==> config.mk <==
export PLATFORM = sky130hd
export DESIGN_NAME = slave_port_shared_memory
export DESIGN_NICKNAME = d
export VERILOG_FILES = /design/src/inc/slave_port_pkg.sv /design/src/inc/pin_event_if.sv /design/src/inc/cpu_access_if.sv /design/src/hdl/host_pin_sampler.sv /design/src/hdl/cpu_reg_decode.sv /design/src/hdl/slave_port_shared_memory.sv
export VERILOG_INCLUDE_DIRS = /design/src /design/src/inc
export SDC_FILE = /design/constraint.sdc
export NUM_CORES = 1
export LEC_CHECK = 0
export BUFFER_PORTS_ARGS = -buffer_cell sky130_fd_sc_hd__buf_4
export CAP_MARGIN = 20
export CORE_UTILIZATION = 40
export CTS_BUF_LIST = sky130_fd_sc_hd__clkbuf_16
export DETAILED_ROUTE_END_ITERATION = 12
export GPL_ROUTABILITY_DRIVEN = 0
export PLACE_DENSITY = 0.62
export SLEW_MARGIN = 20
export SYNTH_ARGS = -nofsm -noshare
export SYNTH_HDL_FRONTEND = slang
export SYNTH_HIERARCHICAL = 1
export SYNTH_SLANG_ARGS = --single-unit
==> constraint.sdc <==
create_clock -name clk_sys -period 1.9 [get_ports clk_sys]
set_input_delay 0.095 -clock clk_sys [delete_from_list [all_inputs] [get_ports clk_sys]]
set_output_delay 0.095 -clock clk_sys [all_outputs]
set_load 0.05 [all_outputs]
==> src/inc/slave_port_cfg.svh <==
`ifndef SLAVE_PORT_CFG_SVH
`define SLAVE_PORT_CFG_SVH

// ----------------------------------------
// Slave-side register addresses
// ----------------------------------------
`define ADDR_STAT   16'h1ff8
`define ADDR_CMD    16'h1ffa
`define ADDR_CTRL   16'h1ffb
`define ADDR_IN     16'h1ffc
`define ADDR_OUT    16'h1ffd

// ----------------------------------------
// Control register fields
// ----------------------------------------
`define CTRL_RESET    8'h00
`define CTRL_WMASK    8'h1f
`define CTRL_SHARED   4
`define CTRL_EN       3
`define CTRL_SELSRC   2
`define CTRL_IBEMASK  1
`define CTRL_OBFMASK  0

// ----------------------------------------
// Status register fields
// ----------------------------------------
`define STAT_TOP   7
`define STAT_SFLO  3
`define STAT_CBE   2
`define STAT_IBE   1
`define STAT_OBF   0

`endif

==> src/inc/slave_port_pkg.sv <==
package slave_port_pkg;

  // Index of each slave-side register in decode vectors
  typedef enum logic [2:0]
  {
    RI_CMD  = 3'b000,
    RI_STAT = 3'b001,
    RI_CTRL = 3'b010,
    RI_IN   = 3'b011,
    RI_OUT  = 3'b100
  } reg_idx_t;

  localparam int NUM_REGS = 5;

  // Pin sampler state
  typedef struct packed {
    logic       ale_q;      // Previous latch strobe level
    logic       rd_n_q;     // Previous read strobe level
    logic       wr_n_q;     // Previous write strobe level
    logic       cs_n_q;     // Previous chip select level
    logic       abit_q;     // Previous address bit pin level
    logic [7:0] data_q;     // Previous bus byte
    logic       ale_fall;   // Address capture pulse
    logic       rd_rise;    // Master read done pulse
    logic       wr_rise;    // Master write done pulse
    logic       rd_active;  // Master read in progress
    logic       grp_sel;    // Register group select
    logic [7:0] byte_val;   // Byte tied to the pulses
  } sampler_st_t;

  // Slave register decoder state
  typedef struct packed {
    logic [NUM_REGS-1:0] wr_hit;  // One-hot write pulse
    logic [NUM_REGS-1:0] rd_hit;  // One-hot read pulse
    logic [7:0]          wdata;   // Write data
  } decode_st_t;

  // Port core state
  typedef struct packed {
    logic [7:0] ctrl;     // Control register
    logic [7:0] cmd;      // Command byte register
    logic [7:0] inb;      // Inbound data register
    logic [7:0] outb;     // Outbound data register
    logic [4:0] sf;       // Status field bits
    logic       smo;      // Last shared access was read
    logic       cbe;      // Command buffer empty
    logic       inbound_buffer_empty;      // Inbound buffer empty
    logic       outbound_buffer_full;      // Outbound buffer full
    logic       notify;   // Host notify level
    logic       oe;       // Bus drive enable
    logic [7:0] dout;     // Bus drive byte
    logic [7:0] rdata;    // Slave read data
    logic       cbf_ev;   // Command full event
    logic       ibf_ev;   // Inbound full event
    logic       obe_ev;   // Outbound empty event
  } core_st_t;

endpackage : slave_port_pkg

==> src/inc/pin_event_if.sv <==
`timescale 1ns/1ns
// Master-side events from the pin sampler to the core
interface pin_event_if;
  logic       ale_fall;   // Address capture pulse
  logic       rd_rise;    // Master read done pulse
  logic       wr_rise;    // Master write done pulse
  logic       rd_active;  // Master read in progress
  logic       grp_sel;    // Register group select
  logic [7:0] byte_val;   // Captured byte
  modport src (output ale_fall, rd_rise, wr_rise, rd_active,
                      grp_sel, byte_val);
  modport dst (input  ale_fall, rd_rise, wr_rise, rd_active,
                      grp_sel, byte_val);
endinterface : pin_event_if

==> src/inc/cpu_access_if.sv <==
`timescale 1ns/1ns
// Decoded slave register accesses
interface cpu_access_if;
  logic [4:0] wr_hit;  // One-hot write pulse
  logic [4:0] rd_hit;  // One-hot read pulse
  logic [7:0] wdata;   // Write data
  modport src (output wr_hit, rd_hit, wdata);
  modport dst (input  wr_hit, rd_hit, wdata);
endinterface : cpu_access_if

==> src/hdl/host_pin_sampler.sv <==
`timescale 1ns/1ns
`include "slave_port_cfg.svh"
module host_pin_sampler
  import slave_port_pkg::*;
(
  input  wire logic       clk_sys,      // System clock
  input  wire logic       sys_rst,      // Async reset
  input  wire logic       ale,          // Address latch strobe
  input  wire logic       rd_n,         // Read strobe
  input  wire logic       wr_n,         // Write strobe
  input  wire logic       cs_n,         // Chip select
  input  wire logic       abit,         // Address bit pin
  input  wire logic [7:0] data_in,      // Bus byte
  input  wire logic       port_on,      // Port enable bit
  input  wire logic       shared,       // Shared mode
  input  wire logic       sel_src,      // Select source bit
  pin_event_if.src        ev            // Event outputs
);

  sampler_st_t st_r;   // Registered state
  sampler_st_t st_nxt; // Next state
  logic        qual;   // Strobes accepted

  // ----------------------------------------
  // Edge detection and qualification
  // ----------------------------------------
  always_comb
  begin
    st_nxt = st_r;
    // Strobes count only while selected and enabled
    qual = !st_r.cs_n_q && port_on;
    st_nxt.ale_q  = ale;
    st_nxt.rd_n_q = rd_n;
    st_nxt.wr_n_q = wr_n;
    st_nxt.cs_n_q = cs_n;
    st_nxt.abit_q = abit;
    st_nxt.data_q = data_in;
    // Address from the muxed bus on latch fall
    st_nxt.ale_fall = qual && shared && st_r.ale_q && !ale;
    // Data taken when the low strobe rises
    st_nxt.rd_rise = qual && !st_r.rd_n_q && rd_n;
    st_nxt.wr_rise = qual && !st_r.wr_n_q && wr_n;
    st_nxt.rd_active = !cs_n && port_on && !rd_n;
    // Byte seen the cycle before the edge, still stable
    st_nxt.byte_val = st_r.data_q;
    // Group select ignored in shared mode
    if (shared)
      st_nxt.grp_sel = 1'b0;
    else if (sel_src)
      st_nxt.grp_sel = st_r.abit_q;
    else
      st_nxt.grp_sel = st_r.ale_q;
  end

  // ----------------------------------------
  // State register
  // ----------------------------------------
  always_ff @(posedge clk_sys or posedge sys_rst)
  begin
    if (sys_rst)
      st_r <= '{rd_n_q: 1'b1, wr_n_q: 1'b1, cs_n_q: 1'b1,
                default: '0};
    else
      st_r <= st_nxt;
  end

  assign ev.ale_fall  = st_r.ale_fall;
  assign ev.rd_rise   = st_r.rd_rise;
  assign ev.wr_rise   = st_r.wr_rise;
  assign ev.rd_active = st_r.rd_active;
  assign ev.grp_sel   = st_r.grp_sel;
  assign ev.byte_val  = st_r.byte_val;
endmodule : host_pin_sampler

==> src/hdl/cpu_reg_decode.sv <==
`timescale 1ns/1ns
`include "slave_port_cfg.svh"
module cpu_reg_decode
  import slave_port_pkg::*;
(
  input  wire logic        clk_sys,   // System clock
  input  wire logic        sys_rst,   // Async reset
  input  wire logic [15:0] cpu_addr,  // Slave address
  input  wire logic        cpu_wr,    // Write request
  input  wire logic        cpu_rd,    // Read request
  input  wire logic [7:0]  cpu_wdata, // Write data
  cpu_access_if.src        acc        // Decoded access
);

  // Register address table, in index order
  localparam logic [15:0] REG_ADDR [NUM_REGS] =
    '{`ADDR_CMD, `ADDR_STAT, `ADDR_CTRL, `ADDR_IN, `ADDR_OUT};

  decode_st_t          st_r;   // Registered state
  decode_st_t          st_nxt; // Next state
  logic [NUM_REGS-1:0] hit;    // Address match

  // ----------------------------------------
  // Per-register address match
  // ----------------------------------------
  for (genvar i = 0; i < NUM_REGS; i++)
  begin : g_hit
    assign hit[i] = (cpu_addr == REG_ADDR[i]);
  end

  // Control register only on this slave-side port
  always_comb
  begin
    st_nxt = st_r;
    st_nxt.wr_hit = cpu_wr ? hit : '0;
    st_nxt.rd_hit = cpu_rd ? hit : '0;
    st_nxt.wdata  = cpu_wdata;
  end

  always_ff @(posedge clk_sys or posedge sys_rst)
  begin
    if (sys_rst)
      st_r <= '0;
    else
      st_r <= st_nxt;
  end

  assign acc.wr_hit = st_r.wr_hit;
  assign acc.rd_hit = st_r.rd_hit;
  assign acc.wdata  = st_r.wdata;

endmodule : cpu_reg_decode

==> src/hdl/slave_port_shared_memory.sv <==
`timescale 1ns/1ns
`include "slave_port_cfg.svh"
module slave_port_shared_memory
  import slave_port_pkg::*;
(
  input  wire logic        clk_sys,              // System clock
  input  wire logic        sys_rst,              // Async reset
  // Master side pins
  input  wire logic        address_latch_strobe, // Latch strobe
  input  wire logic        read_strobe_n,        // Read strobe
  input  wire logic        write_strobe_n,       // Write strobe
  input  wire logic        chip_select_n,        // Chip select
  input  wire logic        address_bit_pin,      // Address bit
  input  wire logic [7:0]  bus_data_in,          // Bus in
  output logic      [7:0]  bus_data_out,         // Bus out
  output logic             bus_data_oe,          // Bus drive
  output logic             host_notify,          // Notify pin
  // Slave processor side
  input  wire logic [15:0] cpu_addr,             // Address
  input  wire logic        cpu_wr,               // Write
  input  wire logic        cpu_rd,               // Read
  input  wire logic [7:0]  cpu_wdata,            // Write data
  output logic      [7:0]  cpu_rdata,            // Read data
  output logic             command_full_event,   // Cmd event
  output logic             inbound_full_event,   // In event
  output logic             outbound_empty_event  // Out event
);

  // ----------------------------------------
  // Local signals
  // ----------------------------------------
  core_st_t   st_r;     // Registered state
  core_st_t   st_nxt;   // Next state
  logic       shared;   // Shared mode active
  logic [7:0] status;   // Status byte view

  pin_event_if  ev ();  // Master events
  cpu_access_if acc (); // Slave accesses

  assign shared = st_r.ctrl[`CTRL_SHARED];

  // ----------------------------------------
  // Submodules
  // ----------------------------------------
  host_pin_sampler u_sampler
  (
    .clk_sys (clk_sys),
    .sys_rst (sys_rst),
    .ale     (address_latch_strobe),
    .rd_n    (read_strobe_n),
    .wr_n    (write_strobe_n),
    .cs_n    (chip_select_n),
    .abit    (address_bit_pin),
    .data_in (bus_data_in),
    .port_on (st_r.ctrl[`CTRL_EN]),
    .shared  (shared),
    .sel_src (st_r.ctrl[`CTRL_SELSRC]),
    .ev      (ev)
  );

  cpu_reg_decode u_decode
  (
    .clk_sys   (clk_sys),
    .sys_rst   (sys_rst),
    .cpu_addr  (cpu_addr),
    .cpu_wr    (cpu_wr),
    .cpu_rd    (cpu_rd),
    .cpu_wdata (cpu_wdata),
    .acc       (acc)
  );

  // ----------------------------------------
  // Status byte assembly
  // ----------------------------------------
  // Top bit reports read/write kind in shared mode
  always_comb
  begin
    status = {st_r.sf, st_r.cbe, st_r.inbound_buffer_empty, st_r.outbound_buffer_full};
    if (shared)
      status[`STAT_TOP] = st_r.smo;
  end

  // ----------------------------------------
  // Next-state logic
  // ----------------------------------------
  // Order matters: master clears first, slave sets
  // after, so a set in the same cycle is never lost.
  always_comb
  begin
    st_nxt = st_r;
    st_nxt.cbf_ev = 1'b0;
    st_nxt.ibf_ev = 1'b0;
    st_nxt.obe_ev = 1'b0;

    // Slave writes to plain registers
    if (acc.wr_hit[RI_CTRL])
      st_nxt.ctrl = acc.wdata & `CTRL_WMASK;
    if (acc.wr_hit[RI_STAT])
      st_nxt.sf = acc.wdata[`STAT_TOP:`STAT_SFLO];
    if (acc.wr_hit[RI_CMD])
      st_nxt.cmd = acc.wdata;
    if (acc.wr_hit[RI_IN])
      st_nxt.inb = acc.wdata;

    // Shared mode: address byte on latch fall
    if (ev.ale_fall)
      st_nxt.cmd = ev.byte_val;

    // Master write
    if (ev.wr_rise)
    begin
      if (ev.grp_sel)
      begin
        // Command byte, standard mode only
        st_nxt.cmd    = ev.byte_val;
        st_nxt.cbe    = 1'b0;
        st_nxt.cbf_ev = 1'b1;
      end
      else
      begin
        // Inbound data; outbound byte untouched
        st_nxt.inb    = ev.byte_val;
        st_nxt.inbound_buffer_empty    = 1'b0;
        st_nxt.ibf_ev = 1'b1;
        st_nxt.smo    = 1'b0;
        if (shared)
          st_nxt.notify = 1'b0;
      end
    end

    // Master read of outbound data; status read is free
    if (ev.rd_rise && !ev.grp_sel)
    begin
      st_nxt.outbound_buffer_full    = 1'b0;
      st_nxt.obe_ev = 1'b1;
      st_nxt.smo    = 1'b1;
      if (shared)
        st_nxt.notify = 1'b0;
    end

    // Slave side sets win over master clears
    if (acc.rd_hit[RI_CMD])
      st_nxt.cbe = 1'b1;
    // Init writes to command and inbound mark both
    // buffers empty; with the outbound write the start-up status reads 111
    if (acc.wr_hit[RI_CMD])
      st_nxt.cbe = 1'b1;
    if (acc.wr_hit[RI_IN])
      st_nxt.inbound_buffer_empty = 1'b1;
    if (acc.rd_hit[RI_IN])
    begin
      st_nxt.inbound_buffer_empty = 1'b1;
      if (shared)
        st_nxt.notify = 1'b1;
    end
    if (acc.wr_hit[RI_OUT])
    begin
      st_nxt.outb = acc.wdata;
      st_nxt.outbound_buffer_full  = 1'b1;
      if (shared)
        st_nxt.notify = 1'b1;
    end

    // Disabled port holds all three flags clear
    if (!st_r.ctrl[`CTRL_EN])
    begin
      st_nxt.cbe = 1'b0;
      st_nxt.inbound_buffer_empty = 1'b0;
      st_nxt.outbound_buffer_full = 1'b0;
    end

    // Standard mode: notify follows masked flags
    if (!shared)
      st_nxt.notify =
        (st_nxt.inbound_buffer_empty & st_r.ctrl[`CTRL_IBEMASK]) |
        (st_nxt.outbound_buffer_full & st_r.ctrl[`CTRL_OBFMASK]);

    // Master read drive: status byte on group select, else old outbound byte (pipelined)
    st_nxt.oe   = ev.rd_active;
    st_nxt.dout = ev.grp_sel ? status : st_r.outb;

    // Slave read data, zero when unmapped
    if (acc.rd_hit[RI_CMD])
      st_nxt.rdata = st_r.cmd;
    else if (acc.rd_hit[RI_STAT])
      st_nxt.rdata = status;
    else if (acc.rd_hit[RI_CTRL])
      st_nxt.rdata = st_r.ctrl;
    else if (acc.rd_hit[RI_IN])
      st_nxt.rdata = st_r.inb;
    else if (acc.rd_hit[RI_OUT])
      st_nxt.rdata = st_r.outb;
    else
      st_nxt.rdata = 8'h00;
  end

  // ----------------------------------------
  // State register
  // ----------------------------------------
  // Control resets to zero: port off, standard mode
  always_ff @(posedge clk_sys or posedge sys_rst)
  begin
    if (sys_rst)
      st_r <= '{ctrl: `CTRL_RESET, default: '0};
    else
      st_r <= st_nxt;
  end

  // ----------------------------------------
  // Outputs, all straight from flip-flops
  // ----------------------------------------
  assign bus_data_out         = st_r.dout;
  assign bus_data_oe          = st_r.oe;
  assign host_notify          = st_r.notify;
  assign cpu_rdata            = st_r.rdata;
  assign command_full_event   = st_r.cbf_ev;
  assign inbound_full_event   = st_r.ibf_ev;
  assign outbound_empty_event = st_r.obe_ev;
endmodule : slave_port_shared_memory

==> qor.yml <==
run_status:
  outcome: "finished clean"
yosys:
  syn_avg_cell_area_um2: 12.5
  ys_top_cells_by_area: "dfrtp_1 (61%), mux2_2 (5.5%), buf_4 (4.6%)"
  ys_seq_area_frac: 0.634
  syn_nets: 366
  netlist_area_um2: 4070
  yosys.area.top_type: "dfrtp_1"
  synth_warnings: 6
  synth_seq_cells: 103
  yosysTopAreaCellShare: 0.614
  synthCells: 325
  synth.distinct_cells: 43
routing:
  drt-total-wl_mm: 7.96
  num_vias: 2562
  viasPerCell: 4.85
  ant_nets: 0
  wl_per_cell_um: 15.1
  firstDrtPassIters: 4
  drtIter0Drc: 104
  remaining_drc_errors: 0
cts:
  clock_latency_ns: 0.34
  cts_num_sinks: 103
  htreeDepth: 3
  clk_pin_slew_worst_paths_ns: 0.07
  post_cts.repair.setup_buffers: 0
  numCtsBuffers: 9
  cts-root-buf: "clkbuf_16"
  cts_tree: "done"
  cts_max_path_buffers: 2
sta:
  fin_hold_ws_ns: 0.0287
  setup_viol: 0
  worstMarginPinSlew_ns: 0.677
  rsz0062_at_grt: "false"
  timing.fmax_ghz: 0.735
  slew_headroom: 0.548
  finalMaxSlewViolations: 0
  finalHoldViolCount: 0
  finalWorstPathRequiredPeriod_ns: 1.36
  period_share: 0.717
  clock_skew_ns: 0.00636
  fin_setup_tns_ns: 0
die:
  die_w_um: 103
  die_area_um2: 10600
  die_h_um: 103
  core_um2: 9820
  start_util: 0.415
  io_pins: 62
  num_rows: 36
grt:
  antenna_found_initial: 0
  grt_pass1_wl_mm: 13.2
  grt_max_degree: 60
  grt_util_all_layers: 0.170
  grt_pass1_vias: 2476
  overflow: 0
worst_setup_path:
  start_kind: "flip-flop"
  critical-path-max-stage-delay_ns: 0.58
  crit_end: "host_notify"
  path_buf_inv: 0
  crit_path_end_kind: "flip-flop"
  cp_cell_sequence: "a211o_1 -> a31oi_1 -> a32oi_1"
  critPathTopFamily: "compound AO/OA/AOI/OAI gates"
  reg2reg_to: "host_notify"
  reg2regPathDepth: 3
  path_depth: 3
  worstPathMaxFanout: 9
  cpMaxStageDelayCell: "dfrtp_1"
  crit_start: "u_decode/acc.wr_hit[3]"
  crit_required_ns: 2.11
  reg2reg_slack_ns: 0.54
  regToRegStartpoint: "u_decode/acc.wr_hit[3]"
  crit_arrival_ns: 1.57
  path_class: "flip-flop to flip-flop"
power:
  p_per_area_nw_per_um2: 845
  peakVddDrop_mv: 0.467
  power_leakage_nw: 2.35
placement:
  place_hpwl_mm: 5.48
  port_buffers: 61
  postPlaceCellArea_um2: 4510
finish:
  num-fill-cells: 889
  diodes: 0
  fin_nets: 431
  ff_latch_area_um2: 2580
  area_growth_pct: 23.5
  drive_gt1_frac: 0.296
  fin_area_um2: 5030
  multi_input_area_um2: 1200
  utilization: 0.512
job:
  cap_violations: 0
min_path:
  hold_path_class: "input pin to flip-flop"
-- power by group --
group	switching (W)	internal, W	total (W)	leakage [nW]
clock network	0.000776	0.00101	0.00179	0.146
registers	0.0000283	0.00224	0.00227	1.35
logic	0.0000869	0.000111	0.000198	0.846
total	0.000891	0.00336	0.00425	2.35
-- cell usage after synthesis --
master and n:
nor2_1 21, dfstp_2 3, a31oi_1 1, nor4_1 1
a22o_1 2, a221oi_1 6, or2_2 1, nor3b_2 3
or4_1 2, o21ai_0 16, nand3_1 1, a211o_1 1
and4bb_2 1, nor2_4 1, a32oi_1 1, nand2b_1 2
mux2i_1 18, nand2b_4 2, a211oi_1 2, nand2_1 27
mux2_2 20, and3_1 2, and2_1 1, nor3_2 1
inv_1 13, or4b_4 1, nor3b_1 2, a221oi_2 1
buf_6 1, a21oi_1 22, nand4b_1 1, clkbuf_1 2
a21o_1 1, clkbuf_2 1, nand3b_1 1, dfrtp_1 100
or3_2 1, o31ai_1 5, or4_4 1, nand4_1 1
buf_4 25, nor2b_1 3, buf_2 7
-- repair_timing --
action | in CTS | in global routing
resized for setup | 0 | 0
endpoints found under the hold margin | 125 | 0
hold buffers | 23 | 0
-- worst min-delay path by stage --
stage                       from                endpoint  cells past startpoint
finish                    cpu_wr  u_decode/acc.wr_hit[2]                      2
global route              cpu_wr  u_decode/acc.wr_hit[0]                      2
CTS                 cpu_addr[13]  u_decode/acc.rd_hit[3]                      4
detailed placement       sys_rst     u_sampler/st_nxt[4]                      3
global placement         sys_rst     u_sampler/st_nxt[4]                      3
floorplan                sys_rst  u_decode/acc.rd_hit[0]                      1
-- sequential cells by signal, indices dropped and copies added (netlist names), 5 cells and up --
name / cells
u_sampler/st_r: 5
u_decode/acc.rd_hit: 5
u_sampler/st_nxt: 8
cpu_rdata: 8
u_decode/acc.wdata: 8
u_decode/acc.wr_hit: 5
st_r: 37
bus_data_out: 8
u_sampler/ev.byte_val: 8
-- final cells by class --
type,instances,share of cell area
clock inverter,7,0.0132
tap,133,0.0331
multi-input combinational,173,0.238
clock buffer,9,0.0448
inverter,13,0.00970
sequential,103,0.513
timing repair buffer,90,0.148
-- worst register-to-register path, cell delays in order (launching register included) --
cell and delay (ns):
dfrtp_1 0.58, a211o_1 0.37, a31oi_1 0.21, a32oi_1 0.08
-- per-stage QoR --
step	total power, W	cells	worst slack [ns]
after floorplan	0.00238	325	0.349
after global placement	0.00247	489	0.389
after detailed placement	0.00247	489	0.325
after CTS	0.00429	528	0.548
after global routing	0.00442	528	0.434
final	0.00425	528	0.539
-- layer usage --
metal,track usage,vias up,share of wire
met3,0.0407,10,0.050
li1,-,1222,-
met1,0.249,1250,0.48
met2,0.244,80,0.45
met5,0,-,0
met4,0.0683,0,0.018
-- cells in the final DEF (no fill, tap or decap), types with 2 or more instances in the layout --
cell type	netlist	routed
a211oi_1	2	2
a21oi_1	22	22
a221oi_1	6	6
a22o_1	2	2
and3_1	2	2
buf_4	25	66
clkbuf_16	0	9
clkinv_4	0	2
dfrtp_1	100	100
dfstp_2	3	3
dlygate4sd3_1	0	23
inv_1	13	14
mux2_2	20	20
mux2i_1	18	18
nand2_1	27	27
nand2b_1	2	2
nand2b_4	2	2
nor2_1	21	21
nor2b_1	3	3
nor3b_1	2	2
nor3b_2	3	3
o21ai_0	16	16
o31ai_1	5	5
or4_1	2	2
-- cells by family after synthesis --
| group | Yosys count | synth area share |
|---|---|---|
| DFF | 103 | 0.634 |
| and+or+nand+nor | 77 | 0.106 |
| AOI/OAI and AO/OA | 58 | 0.0882 |
| buffers and inverters | 49 | 0.0725 |
| muxes | 38 | 0.0995 |
Note: power is estimated with default switching activity, not from simulation.
